==> config.mk <==
export PLATFORM = sky130hd
export DESIGN_NAME = frs_status
export DESIGN_NICKNAME = d
export VERILOG_FILES = /design/src/frs_pkg.sv /design/src/frs_cond_if.sv /design/src/frs_sync.sv /design/src/frs_latch.sv /design/src/frs_status.sv
export SDC_FILE = /design/constraint.sdc
export NUM_CORES = 1
export LEC_CHECK = 0
export BUFFER_PORTS_ARGS = -buffer_cell sky130_fd_sc_hd__buf_2
export CORE_UTILIZATION = 38
export CTS_CLUSTER_DIAMETER = 200
export DETAILED_ROUTE_END_ITERATION = 12
export SETUP_SLACK_MARGIN = 0.2
export SYNTH_ARGS = -nofsm -noshare
export SYNTH_HDL_FRONTEND = slang
export SYNTH_SLANG_ARGS = --single-unit
==> constraint.sdc <==
create_clock -name ref_clk -period 3.9 [get_ports ref_clk]
set_input_delay 0.195 -clock ref_clk [delete_from_list [all_inputs] [get_ports ref_clk]]
set_output_delay 0.195 -clock ref_clk [all_outputs]
set_load 0.02 [all_outputs]
==> src/frs_pkg.sv <==
// Shared constants and types for the result status byte generator
package frs_pkg;

    // ------------------------------------------------------------------
    // Register offsets and bus codes
    // ------------------------------------------------------------------
    localparam logic [2:0] FRS_FIFO_OFS    = 3'h5;
    localparam logic [7:0] FRS_INVALID_ST0 = 8'h80;
    localparam logic [7:0] FRS_BAD_TRACK   = 8'hff;

    // ------------------------------------------------------------------
    // Status byte zero fields
    // ------------------------------------------------------------------
    localparam int S0_DRV   = 0;
    localparam int S0_HEAD  = 2;
    localparam int S0_EQUIP = 4;
    localparam int S0_SEEK  = 5;
    localparam int S0_IC    = 6;

    // ------------------------------------------------------------------
    // Status byte one fields
    // ------------------------------------------------------------------
    localparam int S1_MAM  = 0;
    localparam int S1_WP   = 1;
    localparam int S1_MD   = 2;
    localparam int S1_OR   = 4;
    localparam int S1_CRC  = 5;
    localparam int S1_EOT  = 7;

    // ------------------------------------------------------------------
    // Status byte two fields
    // ------------------------------------------------------------------
    localparam int S2_MAML = 0;
    localparam int S2_BT   = 1;
    localparam int S2_SNS  = 2;
    localparam int S2_SS   = 3;
    localparam int S2_WT   = 4;
    localparam int S2_CRCD = 5;
    localparam int S2_CM   = 6;

    // Result byte count for a full status readout
    localparam logic [1:0] FRS_NBYTES = 2'h3;

    // Interrupt cause codes
    typedef enum logic [1:0] {
        IC_NORMAL  = 2'b00,
        IC_ABNORM  = 2'b01,
        IC_INVALID = 2'b10,
        IC_POLL    = 2'b11
    } frs_ic_t;

    // Result sequencer states
    typedef enum logic [1:0] {
        ST_IDLE,
        ST_RESULT
    } frs_state_t;

endpackage : frs_pkg

==> src/frs_cond_if.sv <==
// Interface carrying latched execution conditions between modules
`timescale 1ns/1ps
interface frs_cond_if;
    logic [7:0] st0;
    logic [7:0] st1;
    logic [7:0] st2;
    logic       valid;
    modport src (output st0, output st1, output st2, output valid);
    modport dst (input st0, input st1, input st2, input valid);
endinterface : frs_cond_if

==> src/frs_sync.sv <==
// Two flip-flop synchroniser for pin levels, one per bit
`timescale 1ns/1ps
module frs_sync #(
    parameter int W = 1
) (
    input  wire logic         clk,
    input  wire logic         rst_n,
    input  wire logic         ce,
    input  wire logic [W-1:0] d,
    output logic      [W-1:0] q
);
    logic [W-1:0] m_q;

    // --------------------------------------------------------------
    // Synchroniser chain; first stage read only by the second
    // --------------------------------------------------------------
    always_ff @(posedge clk or negedge rst_n) begin
        if (!rst_n) begin
            m_q <= '0;
            q   <= '0;
        end else if (ce) begin
            m_q <= d;
            q   <= m_q;
        end
    end
endmodule : frs_sync

==> src/frs_latch.sv <==
// Latches the three composed status bytes at end of execution
`timescale 1ns/1ps
module frs_latch (
    input  wire logic       clk,
    input  wire logic       rst_n,
    input  wire logic       ce,
    input  wire logic       exec_end,
    input  wire logic       consumed,
    input  wire logic [7:0] st0_d,
    input  wire logic [7:0] st1_d,
    input  wire logic [7:0] st2_d,
    frs_cond_if.src         cond
);
    logic [7:0] s0_q, s1_q, s2_q;
    logic [7:0] s0_d, s1_d, s2_d;
    logic       v_q, v_d;

    // --------------------------------------------------------------
    // Capture on end of execution, hold until the host consumes
    // --------------------------------------------------------------
    always_comb begin
        s0_d = s0_q;
        s1_d = s1_q;
        s2_d = s2_q;
        v_d  = v_q;
        if (consumed)
            v_d = 1'b0;
        if (exec_end) begin
            s0_d = st0_d;
            s1_d = st1_d;
            s2_d = st2_d;
            v_d  = 1'b1;
        end
    end

    always_ff @(posedge clk or negedge rst_n) begin
        if (!rst_n) begin
            s0_q <= 8'h00;
            s1_q <= 8'h00;
            s2_q <= 8'h00;
            v_q  <= 1'b0;
        end else if (ce) begin
            s0_q <= s0_d;
            s1_q <= s1_d;
            s2_q <= s2_d;
            v_q  <= v_d;
        end
    end

    assign cond.st0   = s0_q;
    assign cond.st1   = s1_q;
    assign cond.st2   = s2_q;
    assign cond.valid = v_q;
endmodule : frs_latch

==> src/frs_status.sv <==
// Result phase status byte generator, top level
`timescale 1ns/1ps
// Behaviour
// - Byte zero bits 1:0 give drive selected
// - Byte zero bit 2 gives head side
// - Unused status bits always read zero
// - Homing without track zero sets equipment check
// - Seek or homing completion sets seek end
// - Bits 7:6 encode interrupt cause
// - Cause 11 only on polling ready change
// - Byte one bit 0 missing address mark
// - Byte one bit 1 write protect on writes
// - Byte one bit 2 missing data cases
// - Byte one bit 4 overrun or underrun
// - Byte one bit 5 on CRC failure
// - Byte one bit 7 end of track
// - Byte two bit 0 locates missing mark
// - Byte two bit 1 bad track FFh
// - Byte two bit 2 scan not satisfied
// - Byte two bit 3 scan equal found
// - Byte two bit 4 wrong track
// - Byte two bit 5 data field CRC
// - Byte two bit 6 control mark seen
// - Bytes read from FIFO offset 05h only
// - Invalid opcode returns 80h at once
module frs_status
    import frs_pkg::*;
(
    input  wire logic       ref_clk,
    input  wire logic       rst_b,
    input  wire logic       clk_en,
    // Execution engine, same clock
    input  wire logic       exec_end,
    input  wire logic       invalid_cmd,
    input  wire logic       poll_change,
    input  wire logic       abnormal,
    input  wire logic [1:0] drive_sel,
    input  wire logic       head_side_select,
    input  wire logic       homing_cmd,
    input  wire logic       seek_done,
    input  wire logic       write_cmd,
    input  wire logic       scan_cmd,
    input  wire logic       miss_am,
    input  wire logic       miss_am_data,
    input  wire logic       miss_data,
    input  wire logic       overrun,
    input  wire logic       crc_err,
    input  wire logic       crc_in_data,
    input  wire logic       eot_reached,
    input  wire logic       sector_nf,
    input  wire logic [7:0] rec_track,
    input  wire logic [7:0] cmd_track,
    input  wire logic       scan_fail,
    input  wire logic       scan_equal,
    input  wire logic       ctrl_mark,
    // Drive pins, asynchronous
    input  wire logic       track_zero_input,
    input  wire logic       write_protect_b,
    input  wire logic       terminal_count_input,
    // Host read port
    input  wire logic       rd_b,
    input  wire logic       cs_b,
    input  wire logic [2:0] addr,
    output logic      [7:0] rd_data,
    output logic            request_for_master,
    output logic            direction_to_host,
    output logic            result_phase
);
    import frs_pkg::*;

    // ------------------------------------------------------------------
    // Reset release
    // ------------------------------------------------------------------
    logic rst_m_q, rst_n;

    always_ff @(posedge ref_clk or negedge rst_b) begin
        if (!rst_b) begin
            rst_m_q <= 1'b0;
            rst_n   <= 1'b0;
        end else begin
            rst_m_q <= 1'b1;
            rst_n   <= rst_m_q;
        end
    end

    // ------------------------------------------------------------------
    // Pin synchronisers
    // ------------------------------------------------------------------
    logic [7:0] pin_s;

    // Address is synced too, so it keeps step with the strobes
    frs_sync #(.W(8)) u_sync (
        .clk   (ref_clk),
        .rst_n (rst_n),
        .ce    (clk_en),
        .d     ({addr, track_zero_input, ~write_protect_b,
                 terminal_count_input, ~rd_b, ~cs_b}),
        .q     (pin_s)
    );

    logic [2:0] addr_s;
    logic       track_zero_input_s, wp_s, tc_s, rd_s, cs_s;
    assign {addr_s, track_zero_input_s, wp_s, tc_s, rd_s, cs_s} = pin_s;

    // ------------------------------------------------------------------
    // Track-zero and terminal count seen during execution
    // ------------------------------------------------------------------
    logic track_zero_input_seen_q, track_zero_input_seen_d, tc_seen_q, tc_seen_d;

    // Sticky so a short pulse mid-command is not lost by end time
    always_comb begin
        track_zero_input_seen_d = track_zero_input_seen_q | track_zero_input_s;
        tc_seen_d   = tc_seen_q | tc_s;
        if (exec_end) begin
            track_zero_input_seen_d = 1'b0;
            tc_seen_d   = 1'b0;
        end
    end

    always_ff @(posedge ref_clk or negedge rst_n) begin
        if (!rst_n) begin
            track_zero_input_seen_q <= 1'b0;
            tc_seen_q   <= 1'b0;
        end else if (clk_en) begin
            track_zero_input_seen_q <= track_zero_input_seen_d;
            tc_seen_q   <= tc_seen_d;
        end
    end

    // ------------------------------------------------------------------
    // Polling cause permitted only after reset until first command ending without a polling change
    // ------------------------------------------------------------------
    logic poll_ok_q, poll_ok_d;

    always_comb begin
        poll_ok_d = poll_ok_q;
        if (exec_end && !poll_change)
            poll_ok_d = 1'b0;
    end

    always_ff @(posedge ref_clk or negedge rst_n) begin
        if (!rst_n)
            poll_ok_q <= 1'b1;
        else if (clk_en)
            poll_ok_q <= poll_ok_d;
    end

    // ------------------------------------------------------------------
    // Compose status bytes
    // ------------------------------------------------------------------
    logic [7:0] st0_c, st1_c, st2_c;
    frs_ic_t    ic;
    logic       track_zero_input_any;

    always_comb begin
        track_zero_input_any = track_zero_input_seen_q | track_zero_input_s;
        st0_c = 8'h00;
        st1_c = 8'h00;
        st2_c = 8'h00;
        // Invalid wins, polling only in its reset window
        if (invalid_cmd)
            ic = IC_INVALID;
        else if (poll_change && poll_ok_q)
            ic = IC_POLL;
        else if (abnormal)
            ic = IC_ABNORM;
        else
            ic = IC_NORMAL;
        st0_c[S0_IC+:2]  = ic;
        st0_c[S0_DRV+:2] = drive_sel;
        st0_c[S0_HEAD]   = head_side_select;
        st0_c[S0_EQUIP]  = homing_cmd & ~track_zero_input_any;
        st0_c[S0_SEEK]   = seek_done;
        if (invalid_cmd)
            st0_c = FRS_INVALID_ST0;
        st1_c[S1_MAM] = miss_am & ~write_cmd;
        st1_c[S1_WP]  = write_cmd & wp_s;
        st1_c[S1_MD]  = miss_data;
        st1_c[S1_OR]  = overrun;
        st1_c[S1_CRC] = crc_err;
        st1_c[S1_EOT] = eot_reached & ~(tc_seen_q | tc_s);
        st2_c[S2_MAML] = miss_am & ~write_cmd & miss_am_data;
        st2_c[S2_BT]   = sector_nf && rec_track == FRS_BAD_TRACK
                         && rec_track != cmd_track;
        st2_c[S2_SNS]  = scan_cmd & scan_fail;
        st2_c[S2_SS]   = scan_cmd & scan_equal;
        st2_c[S2_WT]   = sector_nf && rec_track != cmd_track;
        st2_c[S2_CRCD] = crc_err & crc_in_data;
        st2_c[S2_CM]   = ctrl_mark;
        if (invalid_cmd) begin
            st1_c = 8'h00;
            st2_c = 8'h00;
        end
    end

    // ------------------------------------------------------------------
    // Latch at end of execution
    // ------------------------------------------------------------------
    frs_cond_if cond ();
    logic consumed;

    frs_latch u_latch (
        .clk      (ref_clk),
        .rst_n    (rst_n),
        .ce       (clk_en),
        .exec_end (exec_end),
        .consumed (consumed),
        .st0_d    (st0_c),
        .st1_d    (st1_c),
        .st2_d    (st2_c),
        .cond     (cond.src)
    );

    // ------------------------------------------------------------------
    // Result readout sequencer
    // ------------------------------------------------------------------
    frs_state_t state_q, state_d;
    logic [1:0] idx_q, idx_d, nbytes_q, nbytes_d;
    logic       rd_prev_q, rd_fire;
    logic [7:0] data_q, data_d;

    // Read taken on the falling edge of the synchronised strobe
    assign rd_fire = rd_prev_q & ~(rd_s & cs_s) & (addr_s == FRS_FIFO_OFS);

    always_comb begin
        state_d  = state_q;
        idx_d    = idx_q;
        nbytes_d = nbytes_q;
        data_d   = data_q;
        consumed = 1'b0;
        unique case (state_q)
            ST_IDLE: begin
                if (exec_end) begin
                    state_d  = ST_RESULT;
                    idx_d    = 2'h0;
                    nbytes_d = invalid_cmd ? 2'h1 : FRS_NBYTES;
                end
            end
            ST_RESULT: begin
                if (rd_fire) begin
                    idx_d = idx_q + 2'h1;
                    if (idx_q + 2'h1 == nbytes_q) begin
                        state_d  = ST_IDLE;
                        consumed = 1'b1;
                    end
                end
            end
        endcase
        // Data register follows the byte index
        unique case (idx_d)
            2'h0:    data_d = cond.st0;
            2'h1:    data_d = cond.st1;
            default: data_d = cond.st2;
        endcase
        if (state_d == ST_IDLE)
            data_d = 8'h00;
        if (exec_end)
            data_d = st0_c;
    end

    always_ff @(posedge ref_clk or negedge rst_n) begin
        if (!rst_n) begin
            state_q   <= ST_IDLE;
            idx_q     <= 2'h0;
            nbytes_q  <= 2'h0;
            rd_prev_q <= 1'b0;
            data_q    <= 8'h00;
        end else if (clk_en) begin
            state_q   <= state_d;
            idx_q     <= idx_d;
            nbytes_q  <= nbytes_d;
            rd_prev_q <= rd_s & cs_s & (addr_s == FRS_FIFO_OFS);
            data_q    <= data_d;
        end
    end

    assign rd_data            = data_q;
    assign result_phase       = (state_q == ST_RESULT);
    assign request_for_master = (state_q == ST_RESULT);
    assign direction_to_host  = (state_q == ST_RESULT);

    // ------------------------------------------------------------------
    // Checks
    // ------------------------------------------------------------------
    property p_unused_zero;
        @(posedge ref_clk) disable iff (!rst_n)
        cond.valid |-> !cond.st0[3] && !cond.st1[3] && !cond.st1[6]
                       && !cond.st2[7];
    endproperty
    a_unused_zero: assert property (p_unused_zero)
        else $error("unused status bit set");

    property p_invalid;
        @(posedge ref_clk) disable iff (!rst_n)
        (clk_en && exec_end && invalid_cmd) |=> cond.st0 == 8'h80;
    endproperty
    a_invalid: assert property (p_invalid)
        else $error("invalid opcode status not 80h");

    property p_drive;
        @(posedge ref_clk) disable iff (!rst_n)
        (clk_en && exec_end && !invalid_cmd)
            |=> cond.st0[1:0] == $past(drive_sel);
    endproperty
    a_drive: assert property (p_drive)
        else $error("drive field mismatch");

    property p_head;
        @(posedge ref_clk) disable iff (!rst_n)
        (clk_en && exec_end && !invalid_cmd)
            |=> cond.st0[2] == $past(head_side_select);
    endproperty
    a_head: assert property (p_head)
        else $error("head field mismatch");

    property p_hold;
        @(posedge ref_clk) disable iff (!rst_n)
        (result_phase && !exec_end) |=> $stable(cond.st1) || exec_end;
    endproperty
    a_hold: assert property (p_hold)
        else $error("status changed during result phase");

    property p_dir;
        @(posedge ref_clk) disable iff (!rst_n)
        direction_to_host |-> request_for_master && result_phase
                              && cond.valid;
    endproperty
    a_dir: assert property (p_dir)
        else $error("direction without result phase");

    property p_crcd;
        @(posedge ref_clk) disable iff (!rst_n)
        cond.valid && cond.st2[5] |-> cond.st1[5];
    endproperty
    a_crcd: assert property (p_crcd)
        else $error("data CRC flag without CRC error");

    property p_maml;
        @(posedge ref_clk) disable iff (!rst_n)
        cond.valid && cond.st2[0] |-> cond.st1[0];
    endproperty
    a_maml: assert property (p_maml)
        else $error("mark location without missing mark");

    property p_enter;
        @(posedge ref_clk) disable iff (!rst_n)
        (clk_en && exec_end && !result_phase)
            |=> result_phase && rd_data == cond.st0;
    endproperty
    a_enter: assert property (p_enter)
        else $error("result phase not entered with byte zero");
endmodule : frs_status

==> results.json <==
{
  "outcome": "finished, final reports clean",
  "start_util_pct": 39.6,
  "cp-end-kind": "flip-flop",
  "leakagePower_uw": 0.00147,
  "core_um2": 6870,
  "max_freq_mhz": 487,
  "worst_path_max_delay_cell": "dfrtp_1",
  "timing.rr.start": "idx_q[0]",
  "cts_sinks": 56,
  "worstHoldPathCells": 2,
  "drv_cap": 0,
  "dp_cells": 387,
  "synth_ff_type": "dfrtp_1",
  "grt_pass1_vias": 1976,
  "synthMostInstantiatedCell": "dfrtp_1",
  "skew_ps": 9.00,
  "ctsResizeCount": 0,
  "die_h_um": 86.6,
  "drt_iter0_drc": 149,
  "grt_usage_pct": 16.6,
  "crit_cells": 5,
  "hold_viol_final": 0,
  "antenna_found_initial": 0,
  "drt-vias-per-instance": 5.18,
  "p_total_uw": 1530,
  "syn_avg_cell_area_um2": 11.0,
  "slew_headroom_pct": 29.5,
  "required_ps": 4100,
  "clock_path_buffers": 2,
  "ys_ff_latch": 56,
  "cts_tree": "built",
  "worst_r2r_endpoint": "rd_data[6]",
  "hp-class": "in2reg",
  "power.density_nw_per_um2": 475,
  "fin_crit_ps": 2050,
  "synthArstFlopShare_pct": 100,
  "path_clk_slew_ps": 100,
  "seq_area_frac_synth_pct": 51.6,
  "grt_max_degree": 55,
  "ant_nets": 0,
  "vdd_drop_max_mv": 0.177,
  "grt_pass1_wl_um": 9680,
  "synth_cell_types": 55,
  "syn_area_um2": 2720,
  "synth_top_area_cell": "dfrtp_1",
  "diodes": 0,
  "crit_arrival_ps": 2250,
  "worst_pin_slew_ps": 1050,
  "syn_to_final_growth_pct": 18.1,
  "ys_warn_count": 0,
  "cts_made_buffers": 5,
  "clockRootBuffer": "clkbuf_8",
  "rsz0062_at_grt": "no",
  "drive_gt1_share_pct": 32.0,
  "drcViolationCount": 0,
  "synth_cells": 247,
  "dp_hpwl_um": 4100,
  "io_pins": 60,
  "synth.area.top_cells": "dfrtp_1 (51%), mux2_2 (5.4%), a21oi_1 (4.2%)",
  "gp_congestion": 0.719,
  "synth-edff-count": 0,
  "synth.net_count": 296,
  "htree_levels": 2,
  "timing.critical_path.fanout_max": 18,
  "portBuffers": 59,
  "drv_slew": 0,
  "crit_family": "flip-flops",
  "grt_overflow": 0,
  "wirelength_um": 5860,
  "rr_worst_depth": 5,
  "max_stage_delay_ps": 800,
  "die_w_um": 86.6,
  "instances_no_fill": 396,
  "num_vias": 2051,
  "setup.worst_path.start_class": "flip-flop",
  "path_cells": "nand2b_1, nor4_1, a31oi_4, mux2i_1, a221o_1",
  "firstDrtPassIters": 4,
  "synth_top_area_share_pct": 50.6,
  "worstSetupPathType": "reg2reg",
  "post-route-period-util_pct": 52.6,
  "setup_violations": 0,
  "fin_tns_setup_ps": 0,
  "dieArea_um2": 7500,
  "holdCritStartpoint": "cs_b",
  "critPathBufInv": 0,
  "whs_endpoint": "u_sync.m_q[0]",
  "nNetsFinal": 348,
  "clk_latency_ps": 310,
  "row_count": 30,
  "synth_commonest_cells": "dfrtp_1 (55), a21oi_1 (23), nand2_1 (18)",
  "wl_per_cell_um": 14.8,
  "r2r_slack_ps": 1850
}
## final cells by class
| type | count | area [um2] |
|---|---|---|
| Clock buffer | 6 | 72.6 |
| Fill cell | 644 | 3660 |
| Timing Repair Buffer | 61 | 313 |
| Sequential cell | 56 | 1400 |
| Clock inverter | 2 | 60.1 |
| Multi-Input combinational cell | 172 | 1230 |
| Tap cell | 96 | 120 |
| Inverter | 3 | 11.3 |
## power breakdown
group / internal (uW) / switching (uW)
Combinational: 156 / 191
Clock: 257 / 192
Sequential: 652 / 78.1
## cells in the final DEF, fill, tap and decap left out, types with 3 or more instances in the layout
master    instances
o21ai_0          15
nor2b_1           3
or2_1             3
xor2_1            9
clkbuf_8          5
a22o_1           11
buf_2            59
a21o_1            5
nor3_1            6
or4_1             4
nand3_1           4
mux2i_1           3
mux2_2           13
nor2_1            7
a21oi_1          23
o22ai_1           4
nand2_1          18
a32o_1            4
dfrtp_1          54
nand2b_1          4
nor4_1            3
## worst max-delay path by stage
stage | start | end | slack (ps)
floorplan | u_sync.q[1] | rd_data[6] | 2200
global placement | clk_en | rd_data[6] | 1890
detailed placement | clk_en | rd_data[6] | 1830
CTS | idx_q[0] | rd_data[6] | 1870
global route | idx_q[0] | rd_data[6] | 1720
finish | idx_q[0] | rd_data[6] | 1850
## metrics by stage
stage          setup slack, ps  cell area [um2]  hold WS, ps  utilization, %
6_report                  1850             3210         44.2            46.8
2_1_floorplan             2200             2720         -101               -
4_1_cts                   1870             3210         37.1            46.8
3_5_place_dp              1830             3070        -15.3            44.7
3_3_place_gp              1890             3070        -20.2            44.7
5_1_grt                   1720             3210         38.3            46.8
## cell families (layout without fill, tap and decap cells)
family                    Yosys count  in the layout  synth area share [%]
and+or+nand+nor                    66             66                  14.6
DFF                                56             56                  51.6
other                               1              1                 0.138
muxes                              16             16                  6.49
buffers and inverters              19             72                  3.13
AOI/OAI and AO/OA                  80             80                  21.2
xor gates and xnor gates            9              9                  2.90
## layer usage
layer,global-route usage (%),vias up,share of wire [%]
li1,-,1008,-
met1,23.1,988,48
met2,26.3,47,47
met3,3.05,8,3.6
met4,5.15,0,1.7
met5,0,-,0
## timing repair
action	4_1_cts	5_1_grt
hold buffers	1	0
buffers inserted	0	0
hold endpoints to repair	2	0
## registers in the layout (all words and copies together) (netlist names)
signal,flops
track_zero_input_seen_q,1
rst_n,1
u_latch.cond.st2,7
rst_m_q,1
u_sync.q,8
u_sync.m_q,8
u_latch.cond.st1,6
nbytes_q,2
rd_prev_q,1
u_latch.cond.st0,7
state_q,2
rd_data,8
idx_q,2
poll_ok_q,1
tc_seen_q,1
(Power assumes the default switching activity.)
